<file path="src/logic/fault_pwm_pkg.sv">
// Shared constants and types for the fault flag PWM reporter.
// What this block does
// - Error bits 0-4 in both error registers.
// - Field low bit 5, field high bit 6.
// - Undervolt bit 7, overvolt 8, power-on 9.
// - NVM single 10, multi 11, shadow 12.
// - Busy 13, execute error 14, interface 15.
// - Encoder integrity bit 3, slew bit 4 status.
// - Turns warn bit 13, overflow bit 12.
// - Tristate enable: errors float pin at least three periods.
// - Tristate off: half frequency, error duty.
// - Several errors: highest priority duty only.
// - Top group always floats pin, full duty.
// - Duty limit select sets limits and error duty.
// - Fixed ranking of errors below top group.
// - Tabulated duty per error and setting.
// - Top group flags clear only on reset.
// - Flags hold until read and condition gone.
package fault_pwm_pkg;
  // ----------------------------------------------------------------
  // Timing
  // ----------------------------------------------------------------
  localparam int CLK_PERIOD_NS = 40;
  localparam int PERIOD_STEP_NS = 10000;
  localparam int PERIOD_STEP_CYC = PERIOD_STEP_NS / CLK_PERIOD_NS;
  localparam int HIZ_MIN_PERIODS = 2;
  localparam int DUTY_FULL = 10000;
  localparam int DUTY_MIN_BASE = 500;
  localparam int DUTY_MAX_BASE = 9500;
  localparam int DUTY_LIMIT_STEP = 100;
  // ----------------------------------------------------------------
  // Register indices (byte address is four times the index)
  // ----------------------------------------------------------------
  localparam logic [5:0] REG_STATUS = 6'h0E;
  localparam logic [5:0] REG_ERR_PRI = 6'h11;
  localparam logic [5:0] REG_ERR_RED = 6'h12;
  localparam logic [5:0] REG_TURNS_P = 6'h15;
  localparam logic [5:0] REG_TURNS_LP = 6'h1B;
  localparam logic [5:0] REG_TURNS_S = 6'h1C;
  localparam logic [5:0] REG_TURNS_LS = 6'h1D;
  localparam logic [5:0] REG_CFG_TRI = 6'h24;
  localparam logic [5:0] REG_CFG_PERIOD = 6'h25;
  localparam logic [5:0] REG_CFG_PORCH = 6'h2A;
  localparam logic [5:0] REG_IRQ_STAT = 6'h30;
  localparam logic [5:0] REG_IRQ_CLR = 6'h31;
  localparam logic [5:0] REG_IRQ_EN = 6'h32;
  // ----------------------------------------------------------------
  // Field positions
  // ----------------------------------------------------------------
  localparam int TRI_EN_BIT = 20;
  localparam int PER_SEL_LSB = 19;
  localparam int PORCH_LSB = 23;
  localparam int TURNS_WARN_BIT = 13;
  localparam int TURNS_OVF_BIT = 12;
  localparam int STAT_COUNTUP_BIT = 2;
  localparam int STAT_INTEGRITY_BIT = 3;
  localparam int STAT_SLEW_BIT = 4;
  localparam int ERR_VCHK = 0;
  localparam int ERR_TEMP = 1;
  localparam int ERR_CLIP = 2;
  localparam int ERR_OSC = 3;
  localparam int ERR_MISMATCH = 4;
  localparam int ERR_FLD_LOW = 5;
  localparam int ERR_FLD_HIGH = 6;
  localparam int ERR_UNDER_V = 7;
  localparam int ERR_OVER_V = 8;
  localparam int ERR_POR = 9;
  localparam int ERR_NVM_SINGLE = 10;
  localparam int ERR_NVM_MULTI = 11;
  localparam int ERR_SHADOW = 12;
  // ----------------------------------------------------------------
  // Reset values and masks
  // ----------------------------------------------------------------
  localparam logic [15:0] ERR_RESET_VAL = 16'h0200;
  localparam logic [15:0] STICKY_MASK = 16'h1C08;
  localparam logic [3:0] PER_SEL_RESET = 4'h0;
  localparam logic [2:0] PORCH_RESET = 3'h0;
  // Interrupt event positions.
  localparam int IRQ_ERR_SET = 0;
  localparam int IRQ_TOP_FAULT = 1;
  localparam int IRQ_TURNS = 2;
  localparam int IRQ_ENCODER = 3;
  typedef enum logic [2:0] {
    MODE_NORMAL = 3'b001,
    MODE_ERR_DUTY = 3'b010,
    MODE_HIZ = 3'b100
  } mode_t;
endpackage

</file>
<file path="src/logic/fault_flag_pwm_reporter.sv">
// Fault flag registers with APB access and PWM error reporting.
//
// The register addresses and the APB slave port were left to the implementer.
`timescale 1ns/1ps
module fault_flag_pwm_reporter
  import fault_pwm_pkg::*;
#(
  parameter int STEP_CYC = PERIOD_STEP_CYC,
  parameter int MIN_BASE = DUTY_MIN_BASE,
  parameter int MAX_BASE = DUTY_MAX_BASE,
  parameter int LIMIT_STEP = DUTY_LIMIT_STEP
) (
  input wire logic pclk,
  input wire logic presetn,
  input wire logic psel,
  input wire logic penable,
  input wire logic pwrite,
  input wire logic [7:0] paddr,
  input wire logic [31:0] pwdata,
  output logic [31:0] prdata,
  output logic pready,
  output logic pslverr,
  input wire logic [15:0] err_cond,
  input wire logic encoder_integrity_err,
  input wire logic encoder_slew_warn,
  input wire logic encoder_countup_done,
  input wire logic turns_warn_p,
  input wire logic turns_overflow_p,
  input wire logic turns_warn_s,
  input wire logic turns_overflow_s,
  input wire logic [15:0] angle_pos,
  output logic pwm_o,
  output logic pwm_oe,
  output logic irq
);
  // ----------------------------------------------------------------
  // State
  // ----------------------------------------------------------------
  typedef struct packed {
    logic [15:0] err_pri;
    logic [15:0] err_red;
    logic [15:0] arm_pri;
    logic [15:0] arm_red;
    logic [4:0] stat;
    logic [1:0] turns_p;
    logic [1:0] turns_s;
    logic fault_tristate_en;
    logic [3:0] per_sel;
    logic [2:0] duty_limit_sel;
    logic [3:0] irq_stat;
    logic [3:0] irq_en;
    logic [3:0] ev_prev;
    mode_t mode;
    logic [1:0] hiz_left;
    logic pwm;
    logic pwm_oe;
    logic irq;
    logic pready;
    logic pslverr;
    logic [31:0] prdata;
  } st_t;

  st_t q;
  st_t d;

  // Bus decode helpers.
  logic setup;
  logic access_done;
  logic [5:0] idx;
  logic mapped;
  logic [31:0] rd_word;

  // Error ranking.
  logic [10:0] ranked;
  logic [3:0] rank;
  logic any_ranked;
  logic top_fault;
  logic any_err;

  // Duty and carrier settings.
  logic [13:0] err_duty;
  logic [13:0] min_duty;
  logic [13:0] max_duty;
  logic [13:0] span;
  logic [29:0] scaled;
  logic [13:0] norm_duty;
  logic [17:0] base_per;
  logic [17:0] core_per;
  logic [13:0] core_duty;

  // Carrier feedback and interrupt events.
  logic wrap;
  logic level;
  logic [3:0] ev_now;
  logic [15:0] clearable;

  // ----------------------------------------------------------------
  // Submodules
  // ----------------------------------------------------------------

  // Error duty lookup for the winning rank.
  duty_rom u_rom (
    .pclk(pclk),
    .presetn(presetn),
    .rank(rank),
    .sel(q.duty_limit_sel),
    .duty_q(err_duty)
  );

  // Carrier generator.
  pwm_core u_core (
    .pclk(pclk),
    .presetn(presetn),
    .period(core_per),
    .duty(core_duty),
    .wrap(wrap),
    .level_q(level)
  );

  // ----------------------------------------------------------------
  // Bus decode
  // ----------------------------------------------------------------

  // The slave answers in the first access cycle after setup.
  assign setup = psel && !penable && !q.pready;
  assign access_done = psel && penable && q.pready;
  assign idx = paddr[7:2];

  // Bad addresses answer with an error and change nothing.
  // Read mux and address map.
  always_comb begin
    rd_word = '0;
    mapped = (paddr[1:0] == 2'h0);
    case (idx)
      REG_STATUS: rd_word[4:0] = q.stat;
      REG_ERR_PRI: rd_word[15:0] = q.err_pri;
      REG_ERR_RED: rd_word[15:0] = q.err_red;
      REG_TURNS_P, REG_TURNS_LP: begin
        rd_word[TURNS_WARN_BIT] = q.turns_p[1];
        rd_word[TURNS_OVF_BIT] = q.turns_p[0];
      end
      REG_TURNS_S, REG_TURNS_LS: begin
        rd_word[TURNS_WARN_BIT] = q.turns_s[1];
        rd_word[TURNS_OVF_BIT] = q.turns_s[0];
      end
      REG_CFG_TRI: rd_word[TRI_EN_BIT] = q.fault_tristate_en;
      REG_CFG_PERIOD: rd_word[PER_SEL_LSB +: 4] = q.per_sel;
      REG_CFG_PORCH: rd_word[PORCH_LSB +: 3] = q.duty_limit_sel;
      REG_IRQ_STAT: rd_word[3:0] = q.irq_stat;
      REG_IRQ_CLR: rd_word = '0;
      REG_IRQ_EN: rd_word[3:0] = q.irq_en;
      default: mapped = 1'b0;
    endcase
  end

  // ----------------------------------------------------------------
  // Error priority
  // ----------------------------------------------------------------

  // These four flags clear only on reset, so the pin floats until then.
  // Top group bypasses the ranking and always floats the pin.
  assign top_fault = q.err_pri[ERR_OSC] | q.err_pri[ERR_SHADOW] |
    q.err_pri[ERR_NVM_MULTI] | q.err_pri[ERR_NVM_SINGLE];

  // Rank 0 is the highest priority below the top group.
  assign ranked = {
    q.stat[STAT_COUNTUP_BIT],
    q.stat[STAT_INTEGRITY_BIT] | q.stat[STAT_SLEW_BIT],
    q.err_pri[ERR_MISMATCH],
    q.err_pri[ERR_FLD_LOW],
    q.err_pri[ERR_CLIP],
    q.err_pri[ERR_FLD_HIGH],
    q.err_pri[ERR_TEMP],
    q.err_pri[ERR_OVER_V],
    q.err_pri[ERR_VCHK],
    q.err_pri[ERR_UNDER_V],
    q.err_pri[ERR_POR]
  };

  // Lowest set index wins, so only the highest priority error reports.
  always_comb begin
    rank = 4'hF;
    for (int i = 10; i >= 0; i--) begin
      if (ranked[i]) begin
        rank = 4'(i);
      end
    end
  end

  // Any ranked or top group flag counts as an error.
  assign any_ranked = |ranked;
  assign any_err = any_ranked | top_fault;

  // ----------------------------------------------------------------
  // Duty and period selection
  // ----------------------------------------------------------------

  // Duty limits narrow as the select rises; angle maps between them.
  assign min_duty = 14'(MIN_BASE + int'(q.duty_limit_sel) * LIMIT_STEP);
  assign max_duty = 14'(MAX_BASE - int'(q.duty_limit_sel) * LIMIT_STEP);

  // The angle fraction scales the span above the lower limit.
  assign span = max_duty - min_duty;
  assign scaled = 30'(span) * 30'(angle_pos);
  assign norm_duty = min_duty + scaled[29:16];

  // Carrier period in clock cycles for the chosen step count.
  assign base_per = 18'(STEP_CYC * (int'(q.per_sel) + 1));

  // The core loads settings at the wrap, along with the mode change.
  // Error duty mode doubles the period count, halving the carrier.
  always_comb begin
    if (d.mode == MODE_ERR_DUTY) begin
      core_per = {base_per[16:0], 1'b0};
      core_duty = err_duty;
    end else begin
      core_per = base_per;
      core_duty = norm_duty;
    end
  end

  // ----------------------------------------------------------------
  // Next state
  // ----------------------------------------------------------------
  // Sticky flags never clear by a read; events feed the interrupts.
  assign clearable = ~STICKY_MASK;
  assign ev_now = {
    q.stat[STAT_INTEGRITY_BIT] | q.stat[STAT_SLEW_BIT],
    |{q.turns_p, q.turns_s},
    top_fault,
    |q.err_pri
  };

  // Next value of every state bit.
  always_comb begin
    d = q;
    // Bus handshake and registered read data.
    d.pready = setup;
    d.pslverr = setup && !mapped;
    if (setup) begin
      d.prdata = rd_word;
    end

    // Error flags: set wins; read arms the clear of held flags.
    // A flag whose condition still stands survives the read.
    if (access_done && !pwrite && idx == REG_ERR_PRI && mapped) begin
      d.arm_pri = q.arm_pri | q.err_pri;
    end
    if (access_done && !pwrite && idx == REG_ERR_RED && mapped) begin
      d.arm_red = q.arm_red | q.err_red;
    end
    d.err_pri = err_cond | (q.err_pri & ~(d.arm_pri & ~err_cond & clearable));
    d.err_red = err_cond | (q.err_red & ~(d.arm_red & ~err_cond & clearable));
    d.arm_pri = d.arm_pri & d.err_pri;
    d.arm_red = d.arm_red & d.err_red;

    // Live status and sticky turns flags.
    d.stat = {encoder_slew_warn, encoder_integrity_err, encoder_countup_done,
      2'b00};
    d.turns_p = q.turns_p | {turns_warn_p, turns_overflow_p};
    d.turns_s = q.turns_s | {turns_warn_s, turns_overflow_s};

    // Configuration writes.
    if (access_done && pwrite && mapped) begin
      case (idx)
        REG_CFG_TRI: d.fault_tristate_en = pwdata[TRI_EN_BIT];
        REG_CFG_PERIOD: d.per_sel = pwdata[PER_SEL_LSB +: 4];
        REG_CFG_PORCH: d.duty_limit_sel = pwdata[PORCH_LSB +: 3];
        REG_IRQ_EN: d.irq_en = pwdata[3:0];
        default: d.irq_en = q.irq_en;
      endcase
    end

    // Interrupt status: a rising event sets, write-one clears, set wins.
    d.ev_prev = ev_now;
    if (access_done && pwrite && mapped && idx == REG_IRQ_CLR) begin
      d.irq_stat = q.irq_stat & ~pwdata[3:0];
    end
    d.irq_stat = d.irq_stat | (ev_now & ~q.ev_prev);
    d.irq = |(d.irq_stat & d.irq_en);

    // Output mode changes only at the carrier wrap.
    // This keeps every period whole on the pin.
    if (wrap) begin
      case (q.mode)
        MODE_NORMAL: begin
          if (top_fault || (any_err && q.fault_tristate_en)) begin
            d.mode = MODE_HIZ;
            d.hiz_left = 2'(HIZ_MIN_PERIODS);
          end else if (any_ranked) begin
            d.mode = MODE_ERR_DUTY;
          end
        end
        MODE_ERR_DUTY: begin
          if (top_fault || (any_err && q.fault_tristate_en)) begin
            d.mode = MODE_HIZ;
            d.hiz_left = 2'(HIZ_MIN_PERIODS);
          end else if (!any_ranked) begin
            d.mode = MODE_NORMAL;
          end
        end
        MODE_HIZ: begin
          if (q.hiz_left != 2'h0) begin
            d.hiz_left = q.hiz_left - 2'h1;
          end else if (top_fault || (any_err && q.fault_tristate_en)) begin
            d.mode = MODE_HIZ;
          end else if (any_ranked) begin
            d.mode = MODE_ERR_DUTY;
          end else begin
            d.mode = MODE_NORMAL;
          end
        end
        default: d.mode = MODE_NORMAL;
      endcase
    end

    // Pin drive: floating in the high impedance mode.
    d.pwm_oe = (d.mode != MODE_HIZ);
    d.pwm = level & (d.mode != MODE_HIZ);
  end

  // ----------------------------------------------------------------
  // Registers
  // ----------------------------------------------------------------

  // Power-on flag starts set in both error registers.
  always_ff @(posedge pclk or negedge presetn) begin
    if (!presetn) begin
      q <= '0;
      q.err_pri <= ERR_RESET_VAL;
      q.err_red <= ERR_RESET_VAL;
      q.per_sel <= PER_SEL_RESET;
      q.duty_limit_sel <= PORCH_RESET;
      q.mode <= MODE_NORMAL;
      q.pwm_oe <= 1'b1;
    end else begin
      q <= d;
    end
  end

  // Outputs straight from the state register.
  assign prdata = q.prdata;
  assign pready = q.pready;
  assign pslverr = q.pslverr;
  assign pwm_o = q.pwm;
  assign pwm_oe = q.pwm_oe;
  assign irq = q.irq;
endmodule

</file>
<file path="src/logic/duty_rom.sv">
// Error duty table, indexed by priority rank and duty limit select.
`timescale 1ns/1ps
module duty_rom
  import fault_pwm_pkg::*;
(
  input wire logic pclk,
  input wire logic presetn,
  input wire logic [3:0] rank,
  input wire logic [2:0] sel,
  output logic [13:0] duty_q
);
  typedef struct packed {
    logic [13:0] duty;
  } rom_st_t;
  rom_st_t q;
  rom_st_t d;
  logic [111:0] row;
  // Rows list settings 0 to 7 from left, in hundredths of a percent.
  always_comb begin
    case (rank)
      4'h0: row = {14'd1631, 14'd1627, 14'd1627, 14'd1629, 14'd1635, 14'd1644, 14'd1624, 14'd1631};
      4'h1: row = {14'd3889, 14'd3876, 14'd3864, 14'd3888, 14'd3878, 14'd3870, 14'd3864, 14'd3889};
      4'h2: row = {14'd3325, 14'd3323, 14'd3322, 14'd3324, 14'd3326, 14'd3297, 14'd3304, 14'd3325};
      4'h3: row = {14'd7240, 14'd7267, 14'd7255, 14'd7241, 14'd7260, 14'd7243, 14'd7256, 14'd7240};
      4'h4: row = {14'd6675, 14'd6677, 14'd6678, 14'd6676, 14'd6674, 14'd6703, 14'd6696, 14'd6675};
      4'h5: row = {14'd6111, 14'd6124, 14'd6136, 14'd6112, 14'd6122, 14'd6130, 14'd6136, 14'd6111};
      4'h6: row = {14'd5659, 14'd5645, 14'd5667, 14'd5653, 14'd5673, 14'd5658, 14'd5675, 14'd5659};
      4'h7: row = {14'd4454, 14'd4429, 14'd4441, 14'd4453, 14'd4431, 14'd4444, 14'd4424, 14'd4454};
      4'h8: row = {14'd2195, 14'd2180, 14'd2204, 14'd2194, 14'd2187, 14'd2184, 14'd2184, 14'd2195};
      4'h9: row = {14'd2760, 14'd2733, 14'd2745, 14'd2759, 14'd2740, 14'd2757, 14'd2744, 14'd2760};
      4'hA: row = {14'd8407, 14'd8410, 14'd8409, 14'd8406, 14'd8399, 14'd8389, 14'd8409, 14'd8407};
      default: row = {8{14'd10000}};
    endcase
    d.duty = row[14 * (7 - int'(sel)) +: 14];
  end
  // Registered read port.
  always_ff @(posedge pclk or negedge presetn) begin
    if (!presetn) begin
      q <= '0;
    end else begin
      q <= d;
    end
  end
  assign duty_q = q.duty;
endmodule

</file>
<file path="src/logic/pwm_core.sv">
// Carrier counter and duty comparator, reloading period and duty each cycle end.
`timescale 1ns/1ps
module pwm_core
  import fault_pwm_pkg::*;
(
  input wire logic pclk,
  input wire logic presetn,
  input wire logic [17:0] period,
  input wire logic [13:0] duty,
  output logic wrap,
  output logic level_q
);
  typedef struct packed {
    logic [17:0] cnt;
    logic [17:0] per;
    logic [13:0] duty;
    logic level;
  } core_st_t;
  core_st_t q;
  core_st_t d;
  localparam logic [31:0] FULL = 32'(DUTY_FULL);
  // A zero period after reset wraps at once, so the first settings load.
  assign wrap = (q.per == 18'h00000) || (q.cnt >= q.per - 18'h00001);
  // Count through the period, then take new settings at the wrap.
  always_comb begin
    d = q;
    if (wrap) begin
      d.cnt = '0;
      d.per = period;
      d.duty = duty;
    end else begin
      d.cnt = q.cnt + 18'h00001;
    end
    d.level = (32'(d.cnt) * FULL) < (32'(d.duty) * 32'(d.per));
  end
  always_ff @(posedge pclk or negedge presetn) begin
    if (!presetn) begin
      q <= '0;
    end else begin
      q <= d;
    end
  end
  assign level_q = q.level;
endmodule

</file>
<file path="config.mk">
export PLATFORM = sky130hd
export DESIGN_NAME = fault_flag_pwm_reporter
export DESIGN_NICKNAME = d
export VERILOG_FILES = /design/src/logic/fault_pwm_pkg.sv /design/src/logic/fault_flag_pwm_reporter.sv /design/src/logic/duty_rom.sv /design/src/logic/pwm_core.sv
export SDC_FILE = /design/constraint.sdc
export NUM_CORES = 2
export LEC_CHECK = 0
export ABC_AREA = 1
export BUFFER_PORTS_ARGS = -buffer_cell sky130_fd_sc_hd__buf_2
export CORE_ASPECT_RATIO = 0.5
export CORE_MARGIN = 3
export CORE_UTILIZATION = 30
export CTS_CLUSTER_DIAMETER = 30
export DETAILED_ROUTE_END_ITERATION = 8
export GPL_TIMING_DRIVEN = 0
export PLACE_DENSITY_LB_ADDON = 0.05
export SLEW_MARGIN = 40
export SYNTH_ARGS = -nofsm -noshare
export SYNTH_HDL_FRONTEND = slang
export SYNTH_SLANG_ARGS = --single-unit
</file>
<file path="constraint.sdc">
create_clock -name pclk -period 14.5 [get_ports pclk]
set_input_delay 0.725 -clock pclk [delete_from_list [all_inputs] [get_ports pclk]]
set_output_delay 0.725 -clock pclk [all_outputs]
set_load 0.05 [all_outputs]
</file>
==> flow_summary_export.csv <==
group,metric,value,unit
critical_path,reg2reg_to,"u_core.level_q",
logic_synthesis,syn_inst,4372,
critical_path,crit_fanout,10,
timing,finalSetupTns,-0.3574,ns
detailed_routing,drt-total-wl,122500,µm
grt,gr-total-overflow,0,
detailed_routing,route.vias.total,28840,
timing,clock_skew,0.02045,ns
critical_path,r2r_start,"q[54]",
logic_synthesis,post-synth-top-count-cell,"nand2_1",
logic_synthesis,ys.warnings.count,0,
logic_synthesis,synth.cell_area,0.03234,mm²
logic_synthesis,synthXorXnorAreaFrac,3.168,%
timing,setup_viol,1,
timing,worst_slack,-0.3574,ns
critical_path,critPathKind,"register to register",
critical_path,worst_setup_path_start_kind,"register",
grt,grt_pass1_vias,29860,
timing,finalMaxSlewViolations,0,
die,die_y,238.2,µm
logic_synthesis,synth_seq_cells,181,
outcome,violations,"setup timing",
outcome,status,"finished, violations left",
layout,nets,5414,
logic_synthesis,ys_top_cells_by_area,"fa_1 23%, ha_1 15%, dfrtp_1 14%",
timing,rsz0062_at_grt,"true",
logic_synthesis,synthMuxAreaShare,0.06964,%
logic_synthesis,yosys-top-cells-count,"953 x nand2_1, 843 x inv_1, 417 x nor2_1",
logic_synthesis,synth_fa_ha_area_share,38.11,%
critical_path,slowest_stage,"fa_1",
place,port_buffers,90,
timing,max_slew.worst_pin.slew,0.8583,ns
die,rows,84,
logic_synthesis,synth.distinct_cells,67,
layout,area_delta_synth_final,15.37,%
detailed_routing,post-route-drc-count,0,
grt,grt_max_degree,57,
critical_path,end_kind,"register",
clock_network,root_buffer,"clkbuf_16",
logic_synthesis,synth-simple-area-share,23.82,%
clock_network,cts_buffers,17,
clock_network,cts.sinks,181,
logic_synthesis,synth_top_flop_cell,"dfrtp_1",
clock_network,cts_tree,"yes",
die,die-area,0.1120,mm²
timing,final_min_period_over_clock_period,102.5,%
die,pin_count,121,
detailed_routing,via_per_inst,4.809,
logic_synthesis,yosysTopAreaCellShare,22.72,%
critical_path,reg2reg_depth,72,
layout,layout-drive-gt1-share,12.67,%
detailed_routing,drt-initial-drc-count,2109,
logic_synthesis,synth_top_family_by_area,"adder cells",
grt,track_usage,22.09,%
logic_synthesis,synth_top_area_cell,"fa_1",
grt,grt_pass1_wl,188200,µm
critical_path,critPathArrivalTime,15.27,ns
die,start_util,30.53,%
critical_path,cpPeakStageDelay,0.59,ns
place,hpwl,101800,µm
clock_network,htree_num_levels,4,
hold_path,hold_class,"input pin to asynchronous set/reset pin",
timing,slew_headroom,42.78,%
logic_synthesis,synth_compound_area_share,8.275,%
detailed_routing,wl_per_cell,20.43,µm
detailed_routing,ant_nets,0,
logic_synthesis,synth_edf_count,0,
logic_synthesis,async_reset_ff_share,100.0,%
die,die_w,470.3,µm
die,core,0.1059,mm²
timing,fmax,67.31,MHz
critical_path,path_common_cell,"fa_1",
layout,diodes,0,
place,gp_congestion,0.9351,
detailed_routing,drt_first_pass_iters,7,
grt,antenna_found_initial,5,
logic_synthesis,syn_area_per_cell,7.398,µm²
timing,hold_viol_final,0,
clock_network,cts_hold_buf,0,
clock_network,clockBufferDepth,2,
job,cap_violations,0,
layout,fillers,11480,
clock_network,clock_latency,0.50,ns
critical_path,worst_ep_required_time,14.92,ns
critical_path,timing.reg2reg.setup_slack,-0.36,ns
clock_network,clk_pin_slew_worst_paths,0.09,ns
timing,fin_crit,14.86,ns
logic_synthesis,ys_seq_area_share,14.02,%
## critical path, delay by kind of cell (launching register included)
kind / cells / cell delay (ns)
AO/OA/AOI/OAI: 11 / 1.54
XOR/XNOR: 4 / 0.58
adder cells (fa/ha/maj): 19 / 8.04
buffers and inverters: 17 / 1.59
flip-flops: 1 / 0.45
AND/OR/NAND/NOR: 21 / 2.57
## state kept, by name, indices dropped and copies added, names as in the netlist
register,count
prdata,23
irq,1
pwm_o,1
pwm_oe,1
u_core.level_q,1
u_rom.duty_q,14
q,88
u_core.q,50
pready,1
pslverr,1
## what timing repair did
action                                  CTS  global route
gates resized for setup                 187            81
cloned                                    2             0
setup buffers                            56            16
endpoints found under the setup margin    1             1
pin swaps                                77            66
## logic make-up after synthesis
logic type,Yosys count
xor+xnor,117
other cells,1
buf+inv,1014
compound gates,475
flops,181
mux,2
simple gates,1817
fa+ha+maj,765
## layout by cell type, fill, tap and decap left out, types with 15 or more instances in the layout
| cell type | count |
|---|---|
| clkbuf_1 | 42 |
| a21oi_1 | 193 |
| ha_4 | 37 |
| nor2_1 | 405 |
| nand3_1 | 279 |
| nand2_2 | 45 |
| buf_1 | 15 |
| a21oi_2 | 26 |
| inv_2 | 42 |
| dfrtp_1 | 174 |
| inv_1 | 822 |
| ha_1 | 357 |
| or2_2 | 17 |
| clkbuf_16 | 20 |
| xnor2_1 | 39 |
| nor3_1 | 30 |
| nand2_1 | 931 |
| o21ai_1 | 21 |
| buf_2 | 105 |
| fa_1 | 362 |
| nor2_2 | 15 |
| o21ai_0 | 114 |
| xor2_1 | 67 |
| buf_4 | 108 |
| nand4_1 | 25 |
## cell type report
type | instances | area [µm²] | area share [%]
Clock buffer | 17 | 425.4 | 1.140
Inverter | 878 | 3332 | 8.930
Multi-Input combinational cell | 3185 | 24980 | 66.96
Sequential cell | 181 | 4538 | 12.16
Timing Repair Buffer | 168 | 1177 | 3.155
Clock inverter | 15 | 222.7 | 0.5969
Buffer | 134 | 857.1 | 2.297
Tap cell | 1419 | 1775 | 4.758
## per-stage QoR
| step | instance area (µm²) | worst slack (ns) | std cells | hold WS, ns | util (%) |
|---|---|---|---|---|---|
| after floorplan | 32420 | 0.01550 | 4380 | 0.4126 | - |
| after global placement | 34650 | -3.592 | 5889 | 0.4286 | 32.70 |
| after detailed placement | 34780 | -3.502 | 5893 | 0.4291 | 32.83 |
| after CTS | 36830 | -0.5718 | 5981 | 0.04062 | 34.76 |
| after global routing | 37310 | -1.058 | 5997 | 0.05813 | 35.22 |
| final | 37310 | -0.3574 | 5997 | 0.07936 | 35.22 |
## metal layers
metal | GRT usage, % | share of wire, % | vias to the layer above
met5 | 0 | 0.038 | -
li1 | - | - | 13940
met3 | 3.168 | 5.2 | 76
met2 | 34.60 | 44 | 665
met4 | 3.416 | 1.3 | 6
met1 | 32.76 | 50 | 14160
## how the worst max path moves through the flow
stage / start / to / cells after the start
floorplan: q[54] / u_core.level_q / 73
global placement: q[54] / u_core.level_q / 70
detailed placement: q[54] / u_core.level_q / 70
CTS: q[54] / u_core.level_q / 69
global route: q[56] / u_core.level_q / 75
finish: q[54] / u_core.level_q / 72
Power is not shown: default switching activity piles up to over one toggle a cycle in this logic, so the estimate is an artifact.
